**src/common/wwdt_pkg.sv**
```systemverilog
package wwdt_pkg;

    // ==========================================================
    // register map
    localparam logic [3:0] WWDT_OFS_CMD = 4'h0;
    localparam logic [3:0] WWDT_OFS_SETUP = 4'h4;
    localparam logic [3:0] WWDT_OFS_STATUS = 4'h8;

    // ==========================================================
    // field layout and values
    localparam logic [31:0] WWDT_SETUP_RESET = 32'h3FFF2FFF;
    localparam logic [7:0] WWDT_UNLOCK_VALUE = 8'hA5;
    localparam int WWDT_CNT_W = 12;
    localparam int WWDT_PRESCALE = 128;
    localparam int WWDT_SLOW_HZ = 32768;
    localparam int WWDT_CLK_HZ = 100000000;
    localparam int WWDT_MOD_W = 27; // holds the fast clock rate in full

    // ==========================================================
    // setup register fields
    typedef struct packed {
        logic [1:0] unused;
        logic idle_freeze;
        logic debug_freeze;
        logic [11:0] window_limit;
        logic timer_off;
        logic core_only_reset_select;
        logic fault_reset_enable;
        logic fault_irq_enable;
        logic [11:0] reload_count;
    } wwdt_setup_t;

    // fault request toward the reset controller
    typedef struct packed {
        logic fault;
        logic core_only;
    } wwdt_fault_t;

endpackage : wwdt_pkg

```
**src/wwdt_core.sv**
```systemverilog
`timescale 1ns/1ps

// Overview of operation
// - 12-bit down counter loads reload count on every restart except an early kick.
// - counter decrements once per slow clock divided by 128 tick.
// - after reset reload is 0xFFF, running, fault reset enabled.
// - setup register takes only its first write after reset.
// - a setup write reloads the counter and restarts counting.
// - accepted restart reloads counter and resets the prescaler.
// - command restart only with kick bit set and key byte 0xA5.
// - underflow sets flag; fault output only if fault reset enabled.
// - restart above window limit sets error flag and fault, even disabled.
// - window limit at or above reload never gives an error.
// - interrupt when a flag is set and interrupt enable is set.
// - watchdog reset clears processor, watchdog and both flags.
// - status read or reset clears flags, interrupt and fault.
// - counting stops in debug or idle when the freeze bit is set.
// - fault requests full system or processor-only reset.
// - core-only select 1 gives processor reset, 0 all resets.
// - timer-off 1 disables the timer, 0 enables it.
// - setup register field positions as declared in the package.
module wwdt_core
    import wwdt_pkg::*;
#(
    parameter int CNT_W = WWDT_CNT_W,
    parameter int PRESCALE = WWDT_PRESCALE
)
(
    input wire logic CLOCK,
    input wire logic RST,
    input wire logic [3:0] ADDR,
    input wire logic [31:0] WDATA,
    input wire logic WR,
    input wire logic RD,
    input wire logic DEBUG_STATE,
    input wire logic IDLE_STATE,
    output logic [31:0] RDATA,
    output logic IRQ,
    output wwdt_fault_t FAULT,
    output logic [CNT_W-1:0] COUNT
);
    // ==========================================================
    // state
    wwdt_setup_t setup_q;
    logic locked_q;
    logic [CNT_W-1:0] cnt_q;
    logic unf_q;
    logic err_q;
    logic tick;
    logic kick;
    logic setup_wr;
    logic restart;
    logic frozen;
    logic run;
    logic underflow;
    logic early;
    logic st_rd;

    // ==========================================================
    // decode
    assign kick = WR && ADDR == WWDT_OFS_CMD && WDATA[0]
        && WDATA[31:24] == WWDT_UNLOCK_VALUE;
    assign setup_wr = WR && ADDR == WWDT_OFS_SETUP && !locked_q;
    assign st_rd = RD && ADDR == WWDT_OFS_STATUS;
    assign early = kick && cnt_q > CNT_W'(setup_q.window_limit)
        && setup_q.window_limit < setup_q.reload_count;
    assign restart = kick || setup_wr;
    assign frozen = (DEBUG_STATE && setup_q.debug_freeze)
        || (IDLE_STATE && setup_q.idle_freeze);
    assign run = !setup_q.timer_off && !frozen;
    assign underflow = tick && run && cnt_q == '0;

    // prescaler
    wwdt_tick_gen #(
        .DIV(PRESCALE)
    ) u_tick (
        .clk(CLOCK),
        .rst(RST),
        .restart(restart),
        .run(run),
        .tick(tick)
    );

    // write-once setup register
    always_ff @(posedge CLOCK or posedge RST)
    begin
        if (RST)
        begin
            setup_q <= WWDT_SETUP_RESET;
            locked_q <= 1'b0;
        end
        else if (setup_wr)
        begin
            setup_q <= WDATA;
            locked_q <= 1'b1;
        end
    end

    // down counter
    always_ff @(posedge CLOCK or posedge RST)
    begin
        if (RST)
            cnt_q <= CNT_W'(WWDT_SETUP_RESET[11:0]);
        else if (setup_wr)
            cnt_q <= CNT_W'(WDATA[11:0]);
        else if (kick && !early)
            cnt_q <= CNT_W'(setup_q.reload_count);
        else if (tick && run && cnt_q != '0)
            cnt_q <= cnt_q - 1'b1;
    end

    // sticky flags, set wins over read clear
    always_ff @(posedge CLOCK or posedge RST)
    begin
        if (RST)
        begin
            unf_q <= 1'b0;
            err_q <= 1'b0;
        end
        else
        begin
            unf_q <= underflow || (unf_q && !st_rd);
            err_q <= early || (err_q && !st_rd);
        end
    end

    // fault request toward the reset controller, set wins over read
    always_ff @(posedge CLOCK or posedge RST)
    begin
        if (RST)
            FAULT <= '0;
        else
        begin
            if (early)
                FAULT.fault <= 1'b1;
            else if (underflow && setup_q.fault_reset_enable)
                FAULT.fault <= 1'b1;
            else if (st_rd)
                FAULT.fault <= 1'b0;
            FAULT.core_only <=
                setup_q.core_only_reset_select;
        end
    end

    // interrupt level, follows the flags while enabled
    always_ff @(posedge CLOCK or posedge RST)
    begin
        if (RST)
            IRQ <= 1'b0;
        else
            IRQ <= setup_q.fault_irq_enable
                && (underflow || early
                    || ((unf_q || err_q) && !st_rd));
    end

    // read data, one cycle after the strobe, zero otherwise
    always_ff @(posedge CLOCK or posedge RST)
    begin
        if (RST)
            RDATA <= '0;
        else if (RD && ADDR == WWDT_OFS_SETUP)
            RDATA <= setup_q;
        else if (st_rd)
            RDATA <= {30'h0, err_q, unf_q};
        else
            RDATA <= '0;
    end

    // counter copy for observation, one cycle late
    always_ff @(posedge CLOCK or posedge RST)
    begin
        if (RST)
            COUNT <= '0;
        else
            COUNT <= cnt_q;
    end

    // ==========================================================
    // checks

    // cycles since the last tick or restart, saturating
    localparam int GAP_W = 20;
    localparam int SLOW_CYC = WWDT_CLK_HZ / WWDT_SLOW_HZ;
    localparam logic [GAP_W-1:0] GAP_MIN =
        GAP_W'((PRESCALE - 1) * SLOW_CYC);
    logic [GAP_W-1:0] gap_q;

    always_ff @(posedge CLOCK or posedge RST)
    begin
        if (RST)
            gap_q <= '0;
        else if (tick || restart)
            gap_q <= '0;
        else if (gap_q != '1)
            gap_q <= gap_q + 1'b1;
    end

    a_key_guard: assert property (
        @(posedge CLOCK) disable iff (RST)
        WR && ADDR == WWDT_OFS_CMD && WDATA[31:24] != WWDT_UNLOCK_VALUE
        && !tick |=> cnt_q == $past(cnt_q))
        else $error("bad key changed counter");

    a_write_once: assert property (
        @(posedge CLOCK) disable iff (RST)
        locked_q |=> setup_q == $past(setup_q))
        else $error("setup changed after lock");

    a_early_err: assert property (
        @(posedge CLOCK) disable iff (RST)
        early |=> err_q && FAULT.fault)
        else $error("early kick not flagged");

    a_unf_flag: assert property (
        @(posedge CLOCK) disable iff (RST)
        underflow |=> unf_q)
        else $error("underflow not flagged");

    a_rd_clear: assert property (
        @(posedge CLOCK) disable iff (RST)
        st_rd && !underflow && !early |=> !unf_q && !err_q && !FAULT.fault)
        else $error("status read did not clear");

    a_kick_load: assert property (
        @(posedge CLOCK) disable iff (RST)
        kick && !early && !setup_wr |=> cnt_q == setup_q.reload_count)
        else $error("kick did not reload");

    a_freeze_hold: assert property (
        @(posedge CLOCK) disable iff (RST)
        !run && !restart |=> cnt_q == $past(cnt_q))
        else $error("counter moved while stopped");

    a_irq_gate: assert property (
        @(posedge CLOCK) disable iff (RST)
        IRQ |-> $past(setup_q.fault_irq_enable))
        else $error("interrupt without enable");

    a_tick_step: assert property (
        @(posedge CLOCK) disable iff (RST)
        tick && run && cnt_q != '0 && !restart
        |=> cnt_q == $past(cnt_q) - 1'b1)
        else $error("tick did not decrement");

    a_tick_gap: assert property (
        @(posedge CLOCK) disable iff (RST)
        tick |-> gap_q >= GAP_MIN)
        else $error("prescaler tick came too soon");

    a_setup_load: assert property (
        @(posedge CLOCK) disable iff (RST)
        setup_wr |=> cnt_q == $past(WDATA[11:0]) && locked_q)
        else $error("setup write did not reload");

    a_pre_clear: assert property (
        @(posedge CLOCK) disable iff (RST)
        restart |=> !tick)
        else $error("prescaler not restarted");

    a_unf_fault: assert property (
        @(posedge CLOCK) disable iff (RST)
        underflow && setup_q.fault_reset_enable |=> FAULT.fault)
        else $error("underflow fault missing");

    a_err_hold: assert property (
        @(posedge CLOCK) disable iff (RST)
        early && !tick |=> cnt_q == $past(cnt_q))
        else $error("early kick changed counter");

    a_core_sel: assert property (
        @(posedge CLOCK) disable iff (RST)
        FAULT.core_only == $past(setup_q.core_only_reset_select))
        else $error("reset kind does not follow setup");

    a_off_hold: assert property (
        @(posedge CLOCK) disable iff (RST)
        setup_q.timer_off && !restart |=> cnt_q == $past(cnt_q))
        else $error("counter moved while off");

    a_irq_level: assert property (
        @(posedge CLOCK) disable iff (RST)
        IRQ == ($past(setup_q.fault_irq_enable) && (unf_q || err_q)))
        else $error("interrupt does not follow flags");

    a_fault_hold: assert property (
        @(posedge CLOCK) disable iff (RST)
        FAULT.fault && !st_rd |=> FAULT.fault)
        else $error("fault dropped without read");

    c_kick: cover property (@(posedge CLOCK) kick && !early);
    c_early: cover property (@(posedge CLOCK) early);
    c_unf: cover property (@(posedge CLOCK) underflow);
    c_lock: cover property (@(posedge CLOCK) setup_wr);
    c_full: cover property (@(posedge CLOCK) FAULT.fault && !FAULT.core_only);

endmodule : wwdt_core

```
**src/wwdt_tick_gen.sv**
```systemverilog
`timescale 1ns/1ps

// ==========================================================
// slow clock emulation and divide-by-128 prescaler
module wwdt_tick_gen
    import wwdt_pkg::*;
#(
    parameter int DIV = WWDT_PRESCALE
)
(
    input wire logic clk,
    input wire logic rst,
    input wire logic restart,
    input wire logic run,
    output logic tick
);
    localparam logic [WWDT_MOD_W-1:0] SLOW_HZ_W =
        WWDT_MOD_W'(WWDT_SLOW_HZ);
    localparam logic [WWDT_MOD_W-1:0] CLK_HZ_W = WWDT_MOD_W'(WWDT_CLK_HZ);
    localparam logic [7:0] DIV_LAST = 8'(DIV - 1);

    logic [WWDT_MOD_W-1:0] acc_q;
    logic slow_edge;
    logic [7:0] div_q;

    // fractional accumulator makes slow clock edges from the fast clock
    always_ff @(posedge clk or posedge rst)
    begin
        if (rst)
            acc_q <= '0;
        else if (acc_q + SLOW_HZ_W >= CLK_HZ_W)
            acc_q <= acc_q + SLOW_HZ_W - CLK_HZ_W;
        else
            acc_q <= acc_q + SLOW_HZ_W;
    end

    assign slow_edge = (acc_q + SLOW_HZ_W >= CLK_HZ_W);

    // prescaler, reset on restart
    always_ff @(posedge clk or posedge rst)
    begin
        if (rst)
        begin
            div_q <= '0;
            tick <= 1'b0;
        end
        else if (restart)
        begin
            div_q <= '0;
            tick <= 1'b0;
        end
        else
        begin
            tick <= 1'b0;
            if (run && slow_edge)
            begin
                if (div_q == DIV_LAST)
                begin
                    div_q <= '0;
                    tick <= 1'b1;
                end
                else
                    div_q <= div_q + 8'h01;
            end
        end
    end

endmodule : wwdt_tick_gen

```
**config.mk**
```make
export PLATFORM = sky130hd
export DESIGN_NAME = wwdt_core
export DESIGN_NICKNAME = d
export VERILOG_FILES = /design/src/common/wwdt_pkg.sv /design/src/wwdt_core.sv /design/src/wwdt_tick_gen.sv
export SDC_FILE = /design/constraint.sdc
export NUM_CORES = 1
export LEC_CHECK = 0
export ABC_CLOCK_PERIOD_IN_PS = 8300
export BUFFER_PORTS_ARGS = -buffer_cell sky130_fd_sc_hd__clkbuf_2
export CAP_MARGIN = 20
export CORE_MARGIN = 8
export CORE_UTILIZATION = 35
export CTS_BUF_LIST = sky130_fd_sc_hd__clkbuf_8
export DETAILED_ROUTE_END_ITERATION = 8
export HOLD_SLACK_MARGIN = 0.1
export RECOVER_POWER = 25
export SETUP_SLACK_MARGIN = 0.02
export SLEW_MARGIN = 20
export SYNTH_ARGS = -nofsm -noshare
export SYNTH_HDL_FRONTEND = slang
export SYNTH_SLANG_ARGS = --single-unit
```
**constraint.sdc**
```tcl
create_clock -name CLOCK -period 8.3 [get_ports CLOCK]
set_clock_uncertainty 0.2 [all_clocks]
set_input_delay 0 -clock CLOCK [delete_from_list [all_inputs] [get_ports CLOCK]]
set_output_delay 0 -clock CLOCK [all_outputs]
set_load 0.05 [all_outputs]
```
==> results of run 1 <==
cell type report:
cell class | count | area [um2]
fill | 1589 | 8910
sequential | 122 | 3100
multi-input combinational | 401 | 2560
timing repair buffer | 162 | 1120
tap | 220 | 275
clock buffer | 19 | 262
inverter | 32 | 121
clock inverter | 13 | 119
report_power, final:
part | switching (mW) | total, mW | leakage (nW) | internal, mW
combinational | 0.243 | 0.397 | 1.83 | 0.154
clock | 0.252 | 0.505 | 0.184 | 0.253
sequential | 0.0727 | 0.791 | 1.53 | 0.719
total | 0.568 | 1.69 | 3.55 | 1.13
final timing paths:
check / endpoint / slack (ns)
min in group asynchronous: RDATA[22] / 1.00
max: u_tick.acc_q[23] / 5.18
max in group CLOCK: cnt_q[8] / 5.20
min reg2reg: FAULT[0] / 0.21
max reg2reg: cnt_q[8] / 5.20
min: setup_q[5] / 0.13
metal layers:
layer / global-route usage, % / vias up
met2: 22.6 / 119
met5: 0 / -
li1: - / 2283
met4: 6.04 / 0
met3: 3.54 / 16
met1: 18.2 / 2275
sequential cells by signal (all words and copies together) (netlist names), 2 cells and up:
signal and count:
COUNT 12, RDATA 32, setup_q 32, cnt_q 12, u_tick.acc_q 19, FAULT 2, u_tick.div_q 8
logic make-up (layout without fill, tap and decap cells):
| family | count (synthesis) | after routing | share of synthesized area [%] |
|---|---|---|---|
| AND/OR/NAND/NOR | 231 | 231 | 20.0 |
| flip-flops | 122 | 122 | 53.0 |
| AO/OA/AOI/OAI | 104 | 104 | 11.5 |
| buffers and inverters | 50 | 226 | 3.50 |
| XOR/XNOR | 34 | 34 | 5.34 |
| adder cells (fa/ha/maj) | 29 | 29 | 6.20 |
| multiplexers | 3 | 3 | 0.534 |
through the flow:
| step | total power [mW] | setup WS (ns) | area, um2 | hold WS [ns] | util, % |
|---|---|---|---|---|---|
| 3_3_place_gp | 1.16 | 5.49 | 6510 | -0.104 | 39.6 |
| 3_5_place_dp | 1.17 | 5.36 | 6510 | -0.0886 | 39.6 |
| 6_report | 1.69 | 5.18 | 7550 | 0.128 | 45.9 |
| 4_1_cts | 1.72 | 5.17 | 7610 | 0.102 | 46.2 |
| 5_1_grt | 1.80 | 4.68 | 7550 | 0.117 | 45.9 |
| 2_1_floorplan | 1.05 | 4.92 | 5860 | -0.117 | - |
timing repair:
| action | in CTS | in global routing |
|---|---|---|
| endpoints found under the hold margin | 109 | 0 |
| hold buffers | 72 | 0 |
| setup endpoints to repair | 0 | 0 |
worst max-delay path: stages:
cell and delay (ns):
dlygate4sd3_1 0.53, clkbuf_2 0.10, dlygate4sd3_1 0.55, clkinvlp_2 1.22, buf_4 0.89
placed cells by master, fill, tap and decap left out, types with 4 or more instances in the layout:
cell	instances
a21oi_1	19
nor3_1	14
dfrtp_1	83
clkbuf_8	19
dfstp_2	27
dlygate4sd3_1	72
nand2_1	87
dfstp_1	12
clkbuf_2	41
ha_1	29
o21ai_0	42
o21a_1	4
xor2_1	18
inv_1	31
and3_1	8
nand4_1	9
a211oi_1	4
xnor2_1	14
clkbuf_1	47
nand3b_1	4
a21o_1	8
or3_1	4
nor2_1	29
nand3_1	13
and2_1	33
clkinvlp_4	4
==> results.cfg, run 1 <==
[global_routing]
antenna_found_initial = 0
first_global_vias = 4931
overflow = 0
grt_pass1_wl_um = 24600
grt_use_total_pct = 14.3
grt_max_degree = 74

[worst_setup_path]
required_ns = 8.55
reg2reg_from = setup_q[28]
worstSetupEndpointType = asynchronous set/reset pin
crit_start = RST
reg2regPathDepth = 9
crit_path_max_fanout = 73
worst-setup-path-type = input port to asynchronous set/reset pin
cp-start-kind = input port
crit_arrival_ns = 3.37

[pwr]
vdd_ir_drop_max_uv = 153
leakagePower_nw = 3.55
p_per_area_mw_per_mm2 = 224

[die]
core_area_mm2 = 0.0165
ioPinCount = 89
die_area_mm2 = 0.0211
dieWidth_um = 145
die_h_um = 145
initial_utilization_pct = 35.6
num_rows = 47

[min_path]
hp-start = WDATA[5]
hold_class = input port to flip-flop
worstHoldPathCells = 4

[placement]
dp_cells = 865
io_buffers = 88
place_congestion = 0.794
dp_hpwl_um = 9990

[clocking]
tritoncts = done
clkTransAtPathRegs_ns = 0.07
cts_buffer_depth = 2
clock_latency_ns = 0.45
cts_setup_buffers = 0
cts_root_buffer = clkbuf_8
cts_htree_levels = 4
cts.sinks = 122
cts_repair_resize_count = 0
cts_buffers = 17

[sta]
finalHoldViolations = 0
final.min_clock_period_ns = 3.12
setup_tns_ns = 0
setup_viol = 0
rsz0062_at_grt = no
max_slew_margin_pct = -41.6
worstMarginPinSlew_ns = 2.11
fin_crit_sh_pct = 37.6
drv_slew = 51
fmax_ghz = 0.321

[synth]
synthTopCellsByCount = nand2_1 (87), dfrtp_1 (83), o21ai_0 (42)
ys_types = 65
ys_async_sr_fraction_pct = 100
yosys_register_bits = 122
synthTopCellsByArea = dfrtp_1 (35%), dfstp_2 (17%), ha_1 (6.2%)
synth_top_area_share_pct = 35.5
synth_cells = 573
yosysTopAreaCell = dfrtp_1
synth_flop_cell = dfrtp_1
yosysMostFrequentCell = nand2_1
synth.avg_cell_area_um2 = 10.2
ys_warn_count = 0
yosysSeqAreaShare_pct = 53.0
synth-edff-count = 0
syn_area_mm2 = 0.00586
synth_nets = 644

[cells_and_area]
drive_above_1_share_pct = 16.6
n_antenna_cell = 0
area_delta_synth_final_pct = 29.0
fin_cells = 969
final_nets = 807

[drt]
vias = 4693
viasPerCell = 4.84
wl_met1_um = 6720
met3_wirelength_um = 860
drcViolationCount = 0
dr.max_layer_used = met4
wire_per_inst_um = 15.1
ant_nets = 0
wl_met2_um = 6880
drtIter0Drc = 208
first_pass_iters = 5
drt_wl_total_um = 14600

[outcome]
run_status = finished, violations left
violations = capacitance limit, slew limit

[run]
max-cap-violations = 1
Note: power is estimated with default switching activity, not from simulation.
==> run 2: changes to the inputs <==
--- a/config.mk
+++ b/config.mk
@@ -5,7 +5,8 @@
 export SDC_FILE = /design/constraint.sdc
 export NUM_CORES = 1
 export LEC_CHECK = 0
-export ABC_CLOCK_PERIOD_IN_PS = 8300
+export ABC_AREA = 1
+export ABC_CLOCK_PERIOD_IN_PS = 3000
 export BUFFER_PORTS_ARGS = -buffer_cell sky130_fd_sc_hd__clkbuf_2
 export CAP_MARGIN = 20
 export CORE_MARGIN = 8
==> constraint.sdc (replaced) <==
create_clock -name CLOCK -period 3 [get_ports CLOCK]
set_clock_uncertainty 0.2 [all_clocks]
set_input_delay 0 -clock CLOCK [delete_from_list [all_inputs] [get_ports CLOCK]]
set_output_delay 0 -clock CLOCK [all_outputs]
set_load 0.05 [all_outputs]
==> run 2 against run 1 <==
The flow now finishes without violations. Critical path depth up 4. Sequential share of layout area down 3.2 points. Combinational power down 59%. Total power up 94%. Non-clock buffer count up 26. Global-route usage up 1.3 points. Largest cell class unchanged. Largest power group unchanged.
==> results.cfg, run 2 <==
[outcome]
run_status = completed

[cells_and_area]
register_area_mm2 = 0.00310
multi_input_area_mm2 = 0.00262
final_cell_mix = nand2_1 (237), inv_1 (105), dlygate4sd3_1 (92)
area_delta_synth_final_pct = 32.0
drive_above_1_share_pct = 13.7
final_nets = 1014
final_common_cell = nand2_1
fill_cells = 1720
top_regs = RDATA x32, setup_q x32, u_tick.acc_q x19
n_antenna_cell = 0

[synth]
synthTopCellsByCount = nand2_1 (237), inv_1 (102), dfrtp_1 (83)
synth_nets = 821
syn_area_mm2 = 0.00620
yosysTopAreaCell = dfrtp_1
ys_warn_count = 0
synthTopCellsByArea = dfrtp_1 (34%), dfstp_2 (17%), nand2_1 (14%)
ys_async_sr_fraction_pct = 100
synth.avg_cell_area_um2 = 8.26
synth_cells = 750
yosys_register_bits = 122
ys_types = 37
synth_flop_cell = dfrtp_1
synth_top_area_share_pct = 33.5
yosysSeqAreaShare_pct = 50.1
synth-edff-count = 0
yosysMostFrequentCell = nand2_1

[global_routing]
antenna_found_initial = 0
grt_pass1_wl_um = 27800
grt_max_degree = 43
grt_use_total_pct = 15.6
overflow = 0
first_global_vias = 5691

[clocking]
clock_latency_ns = 0.44
cts_buffers = 17
clkTransAtPathRegs_ns = 0.07
cts_root_buffer = clkbuf_8
cts_buffer_depth = 2
cts.sinks = 122
cts_htree_levels = 4
tritoncts = done

[drt]
drt_wl_total_um = 16200
drcViolationCount = 0
ant_nets = 0
wire_per_inst_um = 13.7
first_pass_iters = 4
vias = 5316
drtIter0Drc = 197
viasPerCell = 4.50

[sta]
fmax_ghz = 0.365
setup_tns_ns = 0
setup_viol = 0
fin_crit_sh_pct = 91.3
worstMarginPinSlew_ns = 1.08
finalHoldViolations = 0
max_slew_margin_pct = 27.4
final.min_clock_period_ns = 2.74
fin_ws_ns = 0.261
rsz0062_at_grt = no
drv_slew = 0

[die]
die_h_um = 149
dieWidth_um = 149
ioPinCount = 89
initial_utilization_pct = 35.8
num_rows = 48
die_area_mm2 = 0.0222
core_area_mm2 = 0.0173

[min_path]
hold_class = input port to flip-flop

[pwr]
leakagePower_nw = 4.23
vdd_ir_drop_max_uv = 245
p_per_area_mw_per_mm2 = 402
power.total_mw = 3.29

[placement]
io_buffers = 88
place_congestion = 0.836
dp_hpwl_um = 11400
place_worst_setup_slack_ns = 0.455

[worst_setup_path]
worst-setup-path-type = input port to flip-flop
crit_path_max_fanout = 31
required_ns = 3.18
cp-start-kind = input port
worstSetupEndpointType = flip-flop
crit_arrival_ns = 2.91

[run]
max-cap-violations = 0
-- run 2: cell types whose count changed in the layout (fill, tap and decap cells not counted), sizes merged, moves of 13 or more --
cell	before	now
nand3	14	47
nor2	30	75
nand2	87	241
inv	33	108
o21ai	46	33
dlygate4sd3	72	92
and2	34	1
-- run 2: area by class of cell --
type,count,area share [%]
clock inverters,11,1.30
repair buffers,188,16.9
multi-input cells,508,32.0
flip-flops and latches,122,37.9
clock buffers,21,3.53
well taps,225,3.44
inverters,106,4.95
-- run 2: through the flow --
stage	instances	hold WS [ns]	util [%]	area, um2
detailed placement	1057	-0.128	40.0	6920
floorplan	750	-0.0874	-	6200
finish	1181	0.119	47.3	8180
global placement	1057	-0.132	40.0	6920
CTS	1181	0.101	47.6	8240
global route	1181	0.106	47.3	8180
-- run 2: metal layers --
layer | share of wire [%] | track usage (%) | wire, um | vias up
met5 | 0 | 0 | 0 | -
met4 | 2.1 | 5.81 | 346 | 0
met3 | 3.2 | 3.13 | 523 | 26
met2 | 48 | 25.7 | 7770 | 91
met1 | 47 | 19.8 | 7590 | 2481
li1 | - | - | - | 2718
-- run 2: worst max-delay path: stages --
cell and delay [ns]:
dlygate4sd3_1 0.55, clkbuf_2 0.14, nor4_2 0.36, nand3_2 0.13, clkinv_2 0.34, nand2_1 0.17
dlygate4sd3_1 0.60, nand2_1 0.06, dlygate4sd3_1 0.54
-- run 2: cells by family (layout without fill, tap and decap cells) --
group | after synthesis | count (layout) | share of synthesized area, %
buffers and inverters | 120 | 326 | 7.67
AO/OA/AOI/OAI | 56 | 56 | 4.89
flip-flops | 122 | 122 | 50.1
AND/OR/NAND/NOR | 395 | 395 | 27.6
XOR/XNOR | 28 | 28 | 3.96
adder cells (fa/ha/maj) | 29 | 29 | 5.86
-- run 2: path summary, 6_finish.rpt --
kind | from | slack, ns | to | cells after the start
hold / removal | WDATA[14] | 0.12 | setup_q[14] | 4
setup / recovery | ADDR[1] | 0.26 | setup_q[10] | 9
max in group asynchronous | RST | 0.94 | setup_q[25] | 5
hold reg to reg | setup_q[14] | 0.20 | FAULT[0] | 0
setup reg to reg | setup_q[27] | 0.41 | cnt_q[0] | 14
min in group asynchronous | RST | 0.67 | RDATA[2] | 4
-- run 2: power by group --
part / total, mW / internal [mW] / switching [mW]
Clock: 1.47 / 0.812 / 0.657
Sequential: 1.65 / 1.65 / 0.00304
Combinational: 0.164 / 0.0740 / 0.0902
-- run 2: repair_timing --
item                                    in CTS  in global routing
endpoints found under the setup margin       0                  2
gates resized for setup                      0                  1
hold endpoints to repair                   163                  0
setup buffers                                0                  0
hold buffers                                92                  0
==> run 3: changes to the inputs <==
--- a/config.mk
+++ b/config.mk
@@ -5,7 +5,6 @@
 export SDC_FILE = /design/constraint.sdc
 export NUM_CORES = 1
 export LEC_CHECK = 0
-export ABC_AREA = 1
 export ABC_CLOCK_PERIOD_IN_PS = 3000
 export BUFFER_PORTS_ARGS = -buffer_cell sky130_fd_sc_hd__clkbuf_2
 export CAP_MARGIN = 20
==> run 3 against run 2 <==
The run now ends with capacitance limit, slew limit left. Count of clock-buffer cells in the layout is 4 lower. Register-to-register slack worse by 0.19 ns. Clock power is 9.5% lower. Maximum frequency is 1.6% lower. Sequential share of layout area is 1.9 points higher. Via count is 9.3% lower. Combinational power grew to 7.0 times the previous value. Largest power group unchanged.
==> results.cfg, run 3 (synthesis gave the netlist of run 1 again) <==
[pwr]
p_seq_share_pct = 47.0
intPower_mw = 3.03
p_per_area_mw_per_mm2 = 597
comb_power_share_pct = 24.6
swShare_pct = 35.0
leakagePower_nw = 3.64
p_sw_mw = 1.63
clock_power_share_pct = 28.5
power.total_mw = 4.66
vdd_ir_drop_max_uv = 316

[die]
dieWidth_um = 145
num_rows = 47
die_h_um = 145
core_area_mm2 = 0.0165
ioPinCount = 89
initial_utilization_pct = 35.6
die_area_mm2 = 0.0211

[clocking]
cts_buffers = 17
clock_latency_ns = 0.47
cts_buffer_depth = 2
clkTransAtPathRegs_ns = 0.08
cts.sinks = 122
tritoncts = done
cts_root_buffer = clkbuf_8
cts_htree_levels = 4

[worst_setup_path]
crit_arrival_ns = 2.92
required_ns = 3.13
worstSetupEndpointType = flip-flop
cp-start-kind = flip-flop
worst-setup-path-type = flip-flop to flip-flop
crit_path_max_fanout = 12

[placement]
io_buffers = 88
dp_hpwl_um = 10100
place_congestion = 0.825
place_worst_setup_slack_ns = 0.0176

[sta]
finalHoldViolations = 0
final.min_clock_period_ns = 2.78
worstMarginPinSlew_ns = 1.65
fin_crit_sh_pct = 92.8
drv_slew = 123
hold_ws_ns = 0.121
fin_ws_ns = 0.216
setup_tns_ns = 0
setup_viol = 0
rsz0062_at_grt = no
fmax_ghz = 0.359
max_slew_margin_pct = -10.3

[drt]
wire_per_inst_um = 15.4
vias = 4819
drcViolationCount = 0
first_pass_iters = 4
ant_nets = 0
drtIter0Drc = 265
drt_wl_total_um = 15300
viasPerCell = 4.85

[global_routing]
antenna_found_initial = 1
grt_max_degree = 123
first_global_vias = 5128
grt_use_total_pct = 15.2
overflow = 0
grt_pass1_wl_um = 26100

[outcome]
violations = capacitance limit, slew limit
run_status = finished, violations left

[cells_and_area]
final_nets = 831
area_delta_synth_final_pct = 33.3
drive_above_1_share_pct = 17.6
top_regs = RDATA x32, setup_q x32, u_tick.acc_q x19
final_cell_mix = nand2_1 (86), dlygate4sd3_1 (86), dfrtp_1 (82)

[run]
max-cap-violations = 1

[min_path]
hold_class = input port to flip-flop
[run 3: stage by stage]
step / instance area [um2] / utilization, % / cells
4_1_cts: 7790 / 47.3 / 988
3_5_place_dp: 6560 / 39.9 / 870
6_report: 7800 / 47.4 / 994
2_1_floorplan: 5860 / - / 573
5_1_grt: 7800 / 47.4 / 994
3_3_place_gp: 6560 / 39.9 / 870
[run 3: worst max-delay path: stages, from the launching register on]
cell	delay, ns
dfrtp_2	0.43
ha_1	0.26
nand3_1	0.21
nor2_1	0.18
nand4_1	0.24
xnor2_4	0.24
buf_12	0.14
o21ai_4	0.29
nand3b_1	0.20
nand3_1	0.11
xor2_1	0.15
[run 3: metal layers]
| metal | part of all wire [%] | track usage [%] | vias to the layer above | wire length [um] |
|---|---|---|---|---|
| met1 | 47 | 19.6 | 2344 | 7170 |
| met2 | 46 | 23.3 | 117 | 7070 |
| li1 | - | - | 2336 | - |
| met4 | 2.0 | 6.98 | 0 | 304 |
| met5 | 0 | 0 | - | 0 |
| met3 | 5.1 | 4.14 | 22 | 776 |
[run 3: final timing paths]
check	startpoint	to	slack, ns	cells after the start
worst min register to register	setup_q[14]	FAULT[0]	0.21	0
worst max-delay path	u_tick.acc_q[15]	u_tick.acc_q[22]	0.22	10
worst max register to register	u_tick.acc_q[15]	u_tick.acc_q[22]	0.22	10
min in group asynchronous	RST	u_tick.acc_q[14]	1.04	5
worst min-delay path	WDATA[18]	setup_q[18]	0.12	4
max in group asynchronous	RST	u_tick.acc_q[22]	0.49	5
[run 3: power groups by stage]
stage / combinational, mW / clock [mW] / sequential [mW]
6_report: 1.14 / 1.33 / 2.19
5_1_grt: 1.29 / 1.45 / 2.22
4_1_cts: 1.15 / 1.36 / 2.20
3_5_place_dp: 1.03 / 0 / 2.23
3_3_place_gp: 1.01 / 0 / 2.22
2_1_floorplan: 0.582 / 0 / 2.34
[run 3: timing repair]
| action | CTS | global route |
|---|---|---|
| pin swaps | 0 | 3 |
| resized for setup | 1 | 7 |
| hold buffers | 86 | 0 |
| endpoints found under the setup margin | 2 | 13 |
| endpoints found under the hold margin | 191 | 0 |
| buffers inserted | 0 | 5 |
| cloned | 0 | 0 |
[run 3: cell type report]
cell class | count | area [um2]
sequential | 122 | 3100
timing repair buffer | 186 | 1340
clock buffer | 17 | 234
inverter | 32 | 124
multi-input combinational | 401 | 2600
tap | 220 | 275
fill | 1584 | 8660
clock inverter | 15 | 120
antenna | 1 | 2.50
